`src/ssdsu_pkg.sv`:
```
// What this block does
// RQ1: Dual multiply-subtract of two halfword signed products
// RQ2: Result is low product minus high product
// RQ3: Dual multiply-subtract leaves saturation flag alone
// RQ4: Exchange bit swaps second operand halfwords
// RQ5: Group instructions undefined without DSP extension
// RQ6: Three-register forms: registers 13, 15 unpredictable
// RQ7: Dual-halfword saturate: registers 13, 15 unpredictable
// RQ8: Word saturate clamps to field-plus-one bit range
// RQ9: Shift-type one: arithmetic right by shift fields
// RQ10: Shift-type zero: logical left by shift fields
// RQ11: Any clamping sets sticky flag, never clears
// RQ12: Dual-halfword saturate clamps each half independently
// RQ13: Halfword saturate position is field plus one
// RQ14: Exchange form: difference high, sum low
// RQ15: Exchange form sets flag pairs from signs
// RQ16: Dual halfword subtract writes both differences
// RQ17: Subtract flag pairs follow each difference sign
// RQ18: Later loads never bypass older same-address stores
// RQ19: Earlier loads never see younger same-address stores
// RQ20: Barrier undefined without main, unpredictable in block
package ssdsu_pkg;

    localparam int HALF_W = 16;
    localparam int WORD_W = 32;

    localparam logic [11:0] MUL_SUB_OP    = 12'hFB4;
    localparam logic [11:0] SUB_ADD_OP    = 12'hFAE;
    localparam logic [11:0] HALF_SUB_OP   = 12'hFAD;
    localparam logic [11:0] SAT_OP_MASK   = 12'hFBD;
    localparam logic [11:0] SAT_OP_MATCH  = 12'hF30;
    localparam int          SH_POS        = 1;
    localparam logic [3:0]  HW2_ONES      = 4'hF;
    localparam logic [2:0]  LOW3_ZERO     = 3'h0;
    localparam logic [4:0]  SHIFT_NONE    = 5'h00;
    localparam logic [31:0] BARRIER_WORD  = 32'hF3BF_8F40;
    localparam logic [3:0]  REG_SP        = 4'hD;
    localparam logic [3:0]  REG_PC        = 4'hF;

    localparam logic [3:0]  ADDR_CTRL     = 4'h0;
    localparam logic [3:0]  ADDR_FLAGS    = 4'h4;
    localparam int          CTRL_DSP_POS  = 0;
    localparam int          CTRL_MAIN_POS = 1;
    localparam int          FLAG_Q_POS    = 4;
    localparam logic        DSP_EN_RESET  = 1'b1;
    localparam logic        MAIN_EN_RESET = 1'b1;
    localparam logic        Q_RESET       = 1'b0;
    localparam logic [3:0]  GE_RESET      = 4'h0;

    typedef enum logic [0:0] {
        ST_RUN,
        ST_FENCE
    } ssdsu_state_t;

    typedef struct packed {
        logic [11:0] op;
        logic [3:0]  rn;
        logic        hi_bit;
        logic [2:0]  shift_high_field;
        logic [3:0]  rd;
        logic [1:0]  shift_low_field;
        logic        b5;
        logic        exch_bit;
        logic [3:0]  rm;
    } ssdsu_instr_t;

    typedef struct packed {
        logic         valid;
        ssdsu_instr_t instr;
        logic [31:0]  rn_val;
        logic [31:0]  rm_val;
        logic         in_it;
    } ssdsu_issue_t;

    typedef struct packed {
        logic        valid;
        logic [3:0]  rd;
        logic [31:0] data;
        logic        undef;
        logic        unpred;
    } ssdsu_result_t;

    typedef struct packed {
        ssdsu_state_t  st;
        logic          ready;
        ssdsu_result_t res;
        logic          q;
        logic [3:0]    ge;
        logic          fence;
        logic          dsp_en;
        logic          main_en;
        logic [31:0]   rdata;
    } ssdsu_regs_t;

endpackage

```
`src/ssdsu_unit.sv`:
```
`timescale 1ns/1ps
module ssdsu_unit (
    input  wire logic                    clk_sys,
    input  wire logic                    rstn,
    input  wire ssdsu_pkg::ssdsu_issue_t issue,
    input  wire logic                    stores_done,
    input  wire logic                    loads_done,
    input  wire logic [3:0]              reg_addr,
    input  wire logic [31:0]             reg_wdata,
    input  wire logic                    reg_wr,
    input  wire logic                    reg_rd,
    output logic [31:0]                  reg_rdata,
    output logic                         issue_ready,
    output ssdsu_pkg::ssdsu_result_t     result,
    output logic                         sticky_saturation_flag,
    output logic [3:0]                   greater_equal_flags,
    output logic                         spec_fence
);

    ssdsu_pkg::ssdsu_regs_t  st_q;
    ssdsu_pkg::ssdsu_regs_t  st_d;
    ssdsu_pkg::ssdsu_instr_t ins;
    logic                    take;
    logic                    top_ones;
    logic                    low_zero;
    logic                    is_mul;
    logic                    is_sax;
    logic                    is_sub;
    logic                    sat_shape;
    logic                    is_hsat;
    logic                    is_wsat;
    logic                    is_bar;
    logic                    bad_three;
    logic                    bad_two;
    logic                    undef;
    logic                    unpred;
    logic                    ok;
    logic [4:0]              amt;
    logic [31:0]             op2;
    logic signed [31:0]      prod_lo;
    logic signed [31:0]      prod_hi;
    logic [31:0]             mul_res;
    logic [31:0]             shifted;
    logic [32:0]             wsat;
    logic [31:0]             hsat_res;
    logic [1:0]              hsat_flag;
    logic [31:0]             hsub_res;
    logic [3:0]              hsub_ge;
    logic [16:0]             sax_sum;
    logic [16:0]             sax_diff;

    // Returns {clamped, value} for a signed value clamped to n bits
    function automatic logic [32:0] ssdsu_sat(
        input logic signed [32:0] v,
        input logic [5:0]         n
    );
        logic signed [32:0] hi;
        logic signed [32:0] lo;
        logic [32:0]        r;
        hi = (33'sh1 <<< (n - 6'h1)) - 33'sh1;
        lo = -hi - 33'sh1;
        if (v > hi) begin
            r = {1'b1, hi[31:0]};
        end else if (v < lo) begin
            r = {1'b1, lo[31:0]};
        end else begin
            r = {1'b0, v[31:0]};
        end
        return r;
    endfunction

    function automatic logic ssdsu_bad(input logic [3:0] r);
        return (r == ssdsu_pkg::REG_SP) || (r == ssdsu_pkg::REG_PC);
    endfunction

    assign ins      = issue.instr;
    assign take     = issue.valid & st_q.ready;
    assign top_ones = {ins.hi_bit, ins.shift_high_field} == ssdsu_pkg::HW2_ONES;
    assign low_zero = {ins.shift_low_field, ins.b5} == ssdsu_pkg::LOW3_ZERO;
    assign amt      = {ins.shift_high_field, ins.shift_low_field};

    assign is_mul    = (ins.op == ssdsu_pkg::MUL_SUB_OP) & top_ones & low_zero;
    assign is_sax    = (ins.op == ssdsu_pkg::SUB_ADD_OP) & top_ones & low_zero
                     & ~ins.exch_bit;
    assign is_sub    = (ins.op == ssdsu_pkg::HALF_SUB_OP) & top_ones & low_zero
                     & ~ins.exch_bit;
    assign sat_shape = ((ins.op & ssdsu_pkg::SAT_OP_MASK)
                        == ssdsu_pkg::SAT_OP_MATCH) & ~ins.hi_bit;
    // Arithmetic shift of zero is the dual-halfword form
    assign is_hsat   = sat_shape & ins.op[ssdsu_pkg::SH_POS]
                     & (amt == ssdsu_pkg::SHIFT_NONE); // RQ9
    assign is_wsat   = sat_shape & ~is_hsat;
    assign is_bar    = ins == ssdsu_pkg::BARRIER_WORD;

    assign bad_two   = ssdsu_bad(ins.rd) | ssdsu_bad(ins.rn);
    assign bad_three = bad_two | ssdsu_bad(ins.rm);
    assign undef  = ((is_mul | is_sax | is_sub | is_hsat) & ~st_q.dsp_en)
                  | ((is_wsat | is_bar) & ~st_q.main_en); // RQ5 RQ20
    assign unpred = ~undef
                  & (((is_mul | is_sax | is_sub) & bad_three) // RQ6
                  | ((is_hsat | is_wsat) & bad_two) // RQ7
                  | (is_bar & issue.in_it)); // RQ20
    assign ok = take & ~undef & ~unpred;

    // Dual multiply-subtract
    assign op2 = ins.exch_bit ? {issue.rm_val[15:0], issue.rm_val[31:16]}
                              : issue.rm_val; // RQ4
    assign prod_lo = $signed(issue.rn_val[15:0]) * $signed(op2[15:0]); // RQ1
    assign prod_hi = $signed(issue.rn_val[31:16]) * $signed(op2[31:16]);
    assign mul_res = prod_lo - prod_hi; // RQ2

    // Word saturate with optional shift
    // Cast keeps the right shift signed inside the unsigned select
    assign shifted = ins.op[ssdsu_pkg::SH_POS]
                   ? $unsigned($signed(issue.rn_val) >>> amt) // RQ9
                   : issue.rn_val << amt; // RQ10
    assign wsat = ssdsu_sat({shifted[31], shifted},
                            {1'b0, ins.exch_bit, ins.rm} + 6'h01); // RQ8

    // Per-halfword saturate and subtract
    genvar g;
    generate
        for (g = 0; g < 2; g++) begin : g_half
            logic [15:0] a;
            logic [15:0] b;
            logic [32:0] s;
            logic [16:0] dif;
            assign a = issue.rn_val[g*ssdsu_pkg::HALF_W +: ssdsu_pkg::HALF_W];
            assign b = issue.rm_val[g*ssdsu_pkg::HALF_W +: ssdsu_pkg::HALF_W];
            assign s = ssdsu_sat({{17{a[15]}}, a},
                                 {2'h0, ins.rm} + 6'h01); // RQ12 RQ13
            assign hsat_res[g*ssdsu_pkg::HALF_W +: ssdsu_pkg::HALF_W] =
                s[15:0];
            assign hsat_flag[g] = s[32];
            assign dif = {a[15], a} - {b[15], b}; // RQ16
            assign hsub_res[g*ssdsu_pkg::HALF_W +: ssdsu_pkg::HALF_W] =
                dif[15:0];
            assign hsub_ge[2*g +: 2] = {2{~dif[16]}}; // RQ17
        end
    endgenerate

    assign sax_sum  = {issue.rn_val[15], issue.rn_val[15:0]}
                    + {issue.rm_val[31], issue.rm_val[31:16]}; // RQ14
    assign sax_diff = {issue.rn_val[31], issue.rn_val[31:16]}
                    - {issue.rm_val[15], issue.rm_val[15:0]};

    always_comb begin
        st_d            = st_q;
        st_d.res.valid  = 1'b0;
        st_d.res.undef  = take & undef;
        st_d.res.unpred = take & unpred;
        st_d.rdata      = 32'h0000_0000;
        if (reg_rd) begin
            case (reg_addr)
                ssdsu_pkg::ADDR_CTRL: begin
                    st_d.rdata[ssdsu_pkg::CTRL_DSP_POS]  = st_q.dsp_en;
                    st_d.rdata[ssdsu_pkg::CTRL_MAIN_POS] = st_q.main_en;
                end
                ssdsu_pkg::ADDR_FLAGS: begin
                    st_d.rdata[3:0]                   = st_q.ge;
                    st_d.rdata[ssdsu_pkg::FLAG_Q_POS] = st_q.q;
                end
                default: begin
                    st_d.rdata = 32'h0000_0000;
                end
            endcase
        end
        if (reg_wr && reg_addr == ssdsu_pkg::ADDR_CTRL) begin
            st_d.dsp_en  = reg_wdata[ssdsu_pkg::CTRL_DSP_POS];
            st_d.main_en = reg_wdata[ssdsu_pkg::CTRL_MAIN_POS];
        end
        if (reg_wr && reg_addr == ssdsu_pkg::ADDR_FLAGS) begin
            st_d.q  = reg_wdata[ssdsu_pkg::FLAG_Q_POS];
            st_d.ge = reg_wdata[3:0];
        end
        // Instruction updates come after so a set beats a software clear
        if (ok) begin
            st_d.res.rd = ins.rd;
            if (is_mul) begin
                st_d.res.valid = 1'b1;
                st_d.res.data  = mul_res; // RQ3
            end
            if (is_wsat) begin
                st_d.res.valid = 1'b1;
                st_d.res.data  = wsat[31:0]; // RQ8
                if (wsat[32]) begin
                    st_d.q = 1'b1; // RQ11
                end
            end
            if (is_hsat) begin
                st_d.res.valid = 1'b1;
                st_d.res.data  = hsat_res; // RQ12
                if (|hsat_flag) begin
                    st_d.q = 1'b1; // RQ11
                end
            end
            if (is_sax) begin
                st_d.res.valid = 1'b1;
                st_d.res.data  = {sax_diff[15:0], sax_sum[15:0]}; // RQ14
                st_d.ge = {{2{~sax_diff[16]}}, {2{~sax_sum[16]}}}; // RQ15
            end
            if (is_sub) begin
                st_d.res.valid = 1'b1;
                st_d.res.data  = hsub_res; // RQ16
                st_d.ge        = hsub_ge; // RQ17
            end
        end
        case (st_q.st)
            ssdsu_pkg::ST_RUN: begin
                if (ok && is_bar) begin
                    // Hold younger loads and stores until older ones settle
                    st_d.st    = ssdsu_pkg::ST_FENCE;
                    st_d.fence = 1'b1; // RQ18 RQ19
                    st_d.ready = 1'b0;
                end
            end
            ssdsu_pkg::ST_FENCE: begin
                if (stores_done && loads_done) begin
                    st_d.st    = ssdsu_pkg::ST_RUN;
                    st_d.fence = 1'b0; // RQ18 RQ19
                    st_d.ready = 1'b1;
                end
            end
            default: begin
                st_d.st = ssdsu_pkg::ST_RUN;
            end
        endcase
    end

    always_ff @(posedge clk_sys) begin
        if (!rstn) begin
            st_q            <= '0;
            st_q.st         <= ssdsu_pkg::ST_RUN;
            st_q.ready      <= 1'b1;
            st_q.q          <= ssdsu_pkg::Q_RESET;
            st_q.ge         <= ssdsu_pkg::GE_RESET;
            st_q.dsp_en     <= ssdsu_pkg::DSP_EN_RESET;
            st_q.main_en    <= ssdsu_pkg::MAIN_EN_RESET;
        end else begin
            st_q <= st_d;
        end
    end

    assign reg_rdata              = st_q.rdata;
    assign issue_ready            = st_q.ready;
    assign result                 = st_q.res;
    assign sticky_saturation_flag = st_q.q;
    assign greater_equal_flags    = st_q.ge;
    assign spec_fence             = st_q.fence;

    // Checks
    logic [31:0] chk_mul;
    logic        flag_wr;
    assign chk_mul = 32'($signed(issue.rn_val[15:0]) * $signed(op2[15:0])
                   - $signed(issue.rn_val[31:16]) * $signed(op2[31:16]));
    assign flag_wr = reg_wr && reg_addr == ssdsu_pkg::ADDR_FLAGS;
endmodule

```
`config.mk`:
```
export PLATFORM = sky130hd
export DESIGN_NAME = ssdsu_unit
export DESIGN_NICKNAME = d
export VERILOG_FILES = /design/src/ssdsu_pkg.sv /design/src/ssdsu_unit.sv
export SDC_FILE = /design/constraint.sdc
export NUM_CORES = 2
export LEC_CHECK = 0
export BUFFER_PORTS_ARGS = -buffer_cell sky130_fd_sc_hd__clkbuf_2
export CELL_PAD_IN_SITES_DETAIL_PLACEMENT = 0
export CELL_PAD_IN_SITES_GLOBAL_PLACEMENT = 2
export CORE_ASPECT_RATIO = 0.8
export CORE_MARGIN = 5
export CORE_UTILIZATION = 30
export CTS_CLUSTER_DIAMETER = 80
export DETAILED_ROUTE_END_ITERATION = 6
export PLACE_DENSITY = 0.73
export RECOVER_POWER = 25
export SLEW_MARGIN = 20
export SYNTH_ARGS = -nofsm -noshare
export SYNTH_HDL_FRONTEND = slang
export SYNTH_SLANG_ARGS = --single-unit
```
`constraint.sdc`:
```
create_clock -name clk_sys -period 23.7 [get_ports clk_sys]
set_clock_uncertainty 0.1 [all_clocks]
set_input_delay 3.555 -clock clk_sys [delete_from_list [all_inputs] [get_ports clk_sys]]
set_output_delay 3.555 -clock clk_sys [all_outputs]
set_load 0.02 [all_outputs]
```
* Word-level counts from Yosys, hierarchy flattened
Index checks and enable logic that the tools add are counted.
** Cells by class
- Mux-type cells :: 33
- Magnitude comparators :: 6
- Bitwise logic cells :: 45
- $mul :: 2
- Add/subtract/negate cells :: 15
- Divide/modulo/power cells :: 0
- Shift operators :: 4
- Reduce and logical (&&, ||, !) cells :: 17
- Equality and inequality tests :: 15
** Operator list (number)
- $mux 32 :: 7
- $mux 33 :: 6
- $sub 33x2->33 const B :: 4
- $gt 16x33->1 :: 2
- $lt 16x33->1 :: 2
- $neg 33->33 :: 2
- $sshl 2x6->33 const A :: 2
- $mul 16x16->32 :: 2
- $sub 16x16->17 :: 3
- $eq 12x12->1 const B :: 3
- $gt 32x33->1 :: 1
- $lt 32x33->1 :: 1
- $eq 32x32->1 const B :: 1
- $shl 32x5->32 :: 1
- $sshr 32x5->32 :: 1
- $sub 32x32->32 :: 1
- $eq 4x4->1 const B :: 7
- $and 1x1->1 :: 23
- $add 16x16->17 :: 1
- $not 1->1 :: 12
- $mux 1 :: 11
- $eq 10x10->1 const B :: 1
- $mux 5 :: 2
- $or 1x1->1 :: 10
- other kinds (20) :: 31
** Storage, ports and cells
- Bits of input ports :: 140
- Output and inout bits :: 78
- Latch bits :: 0
- Logic and storage cells :: 152
- Memory bits (read-only) :: 0
- Register bits :: 81
- RAM bits :: 0
- Memories :: 0

* Depth between registers and ports, before layout
- Depth after elaboration :: 16
- Depth in mapped cells :: 35
- Depth with buffers taken out :: 30

* Least setup slack after synthesis
No wires, ideal clock.
- Path kind :: input to register
- Start :: input port issue[69] (netlist bit)
- End :: register st_q, in the netlist result[25]
- Required time :: 23.485 ns
- Setup slack :: 11.650 ns
- Buffers on the path :: 4
- Setup time :: 0.115 ns
- Arrival :: 11.834 ns
- Stages :: 29
- Cell sequence :: buf_1 -> clkbuf_1 -> buf_1 -> mux2i_1 -> clkbuf_1 -> nor2b_1 -> fa_1 -> inv_1 -> fa_1 -> fa_1 -> fa_1 -> inv_1 -> fa_1 -> fa_1 -> fa_1 -> inv_1 -> fa_1 -> inv_1 -> ha_1 -> a21o_1 -> a221o_1 -> and2_1 -> a211oi_1 -> o21ai_0 -> nor2_1 -> xnor2_1 -> a221oi_1 -> o221ai_1 -> and3_1
** Between the ends
- Cells in the longest elaborated chain, start to end :: 13
- Elaborated cells on any way between the ends :: 41
- Classes of those cells :: add/sub (6); mul (2); order compare (2); eq/ne (1); shift (1); mux (8); bitwise (19); reduce/logical (2)
** RTL lines
- from (decl) :: RTL line ssdsu_unit.sv:5 : input wire ssdsu_pkg::ssdsu_issue_t issue,
- $add 5x1->6 :: RTL line ssdsu_unit.sv:118 : {1'b0, ins.exch_bit, ins.rm} + 6'h01);
- $sub 6x1->6 :: RTL line ssdsu_unit.sv:60 : hi = (33'sh1 <<< (n - 6'h1)) - 33'sh1;
- $sshl 2x6->33 :: RTL line ssdsu_unit.sv:60
- $sub 33x2->33 :: RTL line ssdsu_unit.sv:60
- $neg 33->33 :: RTL line ssdsu_unit.sv:61 : lo = -hi - 33'sh1;
- $sub 33x2->33 :: RTL line ssdsu_unit.sv:61
- $lt 32x33->1 :: RTL line ssdsu_unit.sv:64 : end else if (v < lo) begin
- $mux 33 :: RTL line ssdsu_unit.sv:64
- $mux 33 :: RTL line ssdsu_unit.sv:62 : if (v > hi) begin
- $mux 32 :: RTL line ssdsu_unit.sv:183 : if (is_wsat) begin
- $mux 32 :: RTL line ssdsu_unit.sv:190 : if (is_hsat) begin
- $mux 32 :: RTL line ssdsu_unit.sv:197 : if (is_sax) begin
- $mux 32 :: RTL line ssdsu_unit.sv:202 : if (is_sub) begin
- to (signal assigned) :: RTL line ssdsu_unit.sv:240 : st_q <= st_d;
- to (decl) :: RTL line ssdsu_unit.sv:20 : ssdsu_pkg::ssdsu_regs_t st_q;
Several ways; a longest one is shown, not always the timed one. The select of a mux whose other input is x is not followed.
A chain may end at the register's enable or synchronous reset.

* Worst setup path after layout
- Start :: input port issue[69] (netlist bit)
- End :: register st_q, in the netlist result[15]
The elaborated chain is that of the path after synthesis.

==> impl_metrics.json <==
{
  "synth_area_per_cell_um2": 8.25,
  "ys_ff_latch": 54,
  "drc": 0,
  "synth_edf_count": 0,
  "io_pins": 218,
  "critical_path_arrival_ns": 13.15,
  "syn_inst": 4527,
  "fmax_mhz": 76.2,
  "fin_crit_sh_pct": 55.4,
  "synth-async-reset-ratio_pct": 0,
  "ctsResizeCount": 0,
  "yosysUniqueCellTypes": 96,
  "nets": 5691,
  "holdPathStages": 2,
  "clk_latency_ns": 0.31,
  "crit_buf_inv": 8,
  "ant_nets": 0,
  "antenna_found_initial": 6,
  "initial_core_util_pct": 30.3,
  "coreArea_um2": 123000,
  "synth_area_leaders": "fa_1 31%, ha_1 14%, inv_1 7.9%",
  "syn2layout_area_growth_pct": 6.80,
  "dpl_cell_area_um2": 39800,
  "n_fill_cell": 13200,
  "die-area_um2": 132000,
  "grt_use_total_pct": 22.7,
  "place.gp.congestion": 0.945,
  "dp_hpwl_um": 121000,
  "clock_sinks": 54,
  "crit-reg2reg-launch": "st_q[32]$_SDFFE_PN1P_",
  "cts_buffers": 5,
  "critPathKind": "in -> reg",
  "yosysSeqAreaShare_pct": 2.89,
  "ff_latch_area_um2": 1080,
  "rsz0062_at_grt": "false",
  "tns_ns": 0,
  "placement.io_buffers": 163,
  "drt_pass1_iterations": 5,
  "clock_path_buffers": 2,
  "multi_input_area_um2": 32000,
  "rows": 115,
  "hp-start": "result[37]$_SDFFE_PN0P_",
  "cpMaxStageDelayCell": "o41ai_1",
  "post-route-min-period_ns": 13.13,
  "tightest_slew_ns": 2.19,
  "yosys-top-cells-count": "788 x inv_1, 581 x fa_1, 426 x nand2_1",
  "synth_top_cell_area_share_pct": 31.1,
  "cp-end-kind": "register",
  "cap_violations": 1,
  "violations": "capacitance limit, slew limit",
  "hp-class": "reg -> reg",
  "drv_slew": 40,
  "grt_overflow": 0,
  "grt_pass1_vias": 32500,
  "min_to": "result[37]$_SDFFE_PN0P_",
  "grt_max_degree": 69,
  "cp_top_family": "adder cells",
  "crit_start": "issue[69]",
  "finalHoldViolations": 0,
  "cts_setup_buffers": 0,
  "yosysTopAreaCell": "fa_1",
  "clkTransAtPathRegs_ns": 0.08,
  "grt_pass1_wl_um": 224000,
  "cts_root_buf": "clkbuf_16",
  "drtIter0Drc": 3394,
  "drive_above_1_share_pct": 8.65,
  "setup_viol": 0,
  "rrSetupSlack_ns": 19.83,
  "synth_warnings": 0,
  "drt_wl_total_um": 151000,
  "crit_path_max_fanout": 19,
  "synthesis.area_um2": 37300,
  "status": "complete, but fails checks",
  "via_count": 32800,
  "slew_headroom_pct": -46.2,
  "cts.hold.buffers_added": 0,
  "fp.dieW_um": 404,
  "critPathLaunchType": "input pin",
  "synth_most_common_cell": "inv_1",
  "cp_data_required_time_ns": 23.73,
  "r2r-end": "result[15]$_SDFFE_PN0P_",
  "die_h_um": 326,
  "cts_tree": "built",
  "slowest_delay_ns": 1.16,
  "routed_via_density": 5.30,
  "crit_path_frequent_cell": "fa_1",
  "synth_ff_type": "dfxtp_1",
  "r2r_cells": 8,
  "design_area_um2": 39900,
  "cts-htree-levels": 2,
  "routedWlPerCell_um": 24.4
}
[cells in the final DEF, fill, tap and decap left out, types with 20 or more instances in the layout]
master and n:
o21ai_0 170, clkbuf_1 20, buf_4 108, dfxtp_1 54
xor2_1 32, a31oi_1 29, and2_1 90, fa_1 581
nand2_1 426, a21o_1 28, inv_1 787, nor2_1 260
mux2_2 28, o21a_1 27, nor4_1 22, and3_1 28
nand3_1 65, conb_1 57, o221ai_1 24, o22ai_1 20
o21ai_1 30, nor2b_1 192, a221oi_1 24, or2_2 24
o211ai_1 28, nor3_1 70, mux2i_1 90, a211oi_1 32
nand2b_1 41, mux4_2 51, clkbuf_2 142, nand4_1 22
xnor2_1 71, ha_1 416, a21oi_1 182
[kinds of logic (layout without fill, tap and decap cells)]
group	count (synthesis)	count (layout)	share of synthesized area [%]
flops	54	54	2.89
mux	169	169	6.33
buf+inv	1102	1074	12.1
simple gates	1301	1301	17.0
compound gates	799	799	14.2
other cells	2	61	0.0201
fa+ha+maj	997	997	45.1
xor+xnor	103	103	2.42
[worst register-to-register path, stage by stage, from the launching register on]
cell and delay, ns:
dfxtp_1 0.44, nor4_1 0.10, a221oi_1 0.30, nand3_2 0.38
nor2_4 0.20, buf_4 0.39, nand2_1 0.40, o41ai_1 1.31
a211oi_1 0.08
[layout make-up]
cell class,instances,area share [%]
repair buffers,270,4.00
clock inverters,2,0.0376
well taps,1638,5.14
multi-input cells,3426,80.3
clock buffers,5,0.314
diodes,4,0.0251
inverters,797,7.50
flip-flops and latches,54,2.71
[sequential cells by signal, indices dropped and copies added (netlist names)]
name	cells
result	39
reg_rdata	5
greater_equal_flags	4
st_q	3
issue_ready	1
spec_fence	1
sticky_saturation_flag	1
[metal layers]
metal  part of all wire (%)  vias up  global-route usage, %
met2                     39     1313                   30.9
met1                     50    16600                   36.6
met5                 0.0079        -                      0
met3                    9.1      144                   4.76
li1                       -    14800                      -
met4                    2.3        2                   3.98
[per-stage QoR]
stage | worst slack, ns | utilization, % | std cells | hold slack [ns]
2_1_floorplan | 11.65 | - | 4582 | 0.330
3_3_place_gp | 10.46 | 32.2 | 6185 | 0.378
3_5_place_dp | 10.36 | 32.2 | 6185 | 0.391
4_1_cts | 10.67 | 32.4 | 6192 | 0.411
5_1_grt | 10.29 | 32.3 | 6192 | 0.445
6_report | 10.57 | 32.3 | 6196 | 0.406
[worst max path at each step]
stage / depth (start not counted) / endpoint
3_5_place_dp: 26 / result[32]$_SDFFE_PN0P_
2_1_floorplan: 29 / result[25]$_SDFFE_PN0P_
5_1_grt: 26 / result[32]$_SDFFE_PN0P_
6_report: 28 / result[15]$_SDFFE_PN0P_
3_3_place_gp: 26 / result[32]$_SDFFE_PN0P_
4_1_cts: 26 / result[32]$_SDFFE_PN0P_
Power is not shown: default switching activity piles up to over one toggle a cycle in this logic, so the estimate is an artifact.
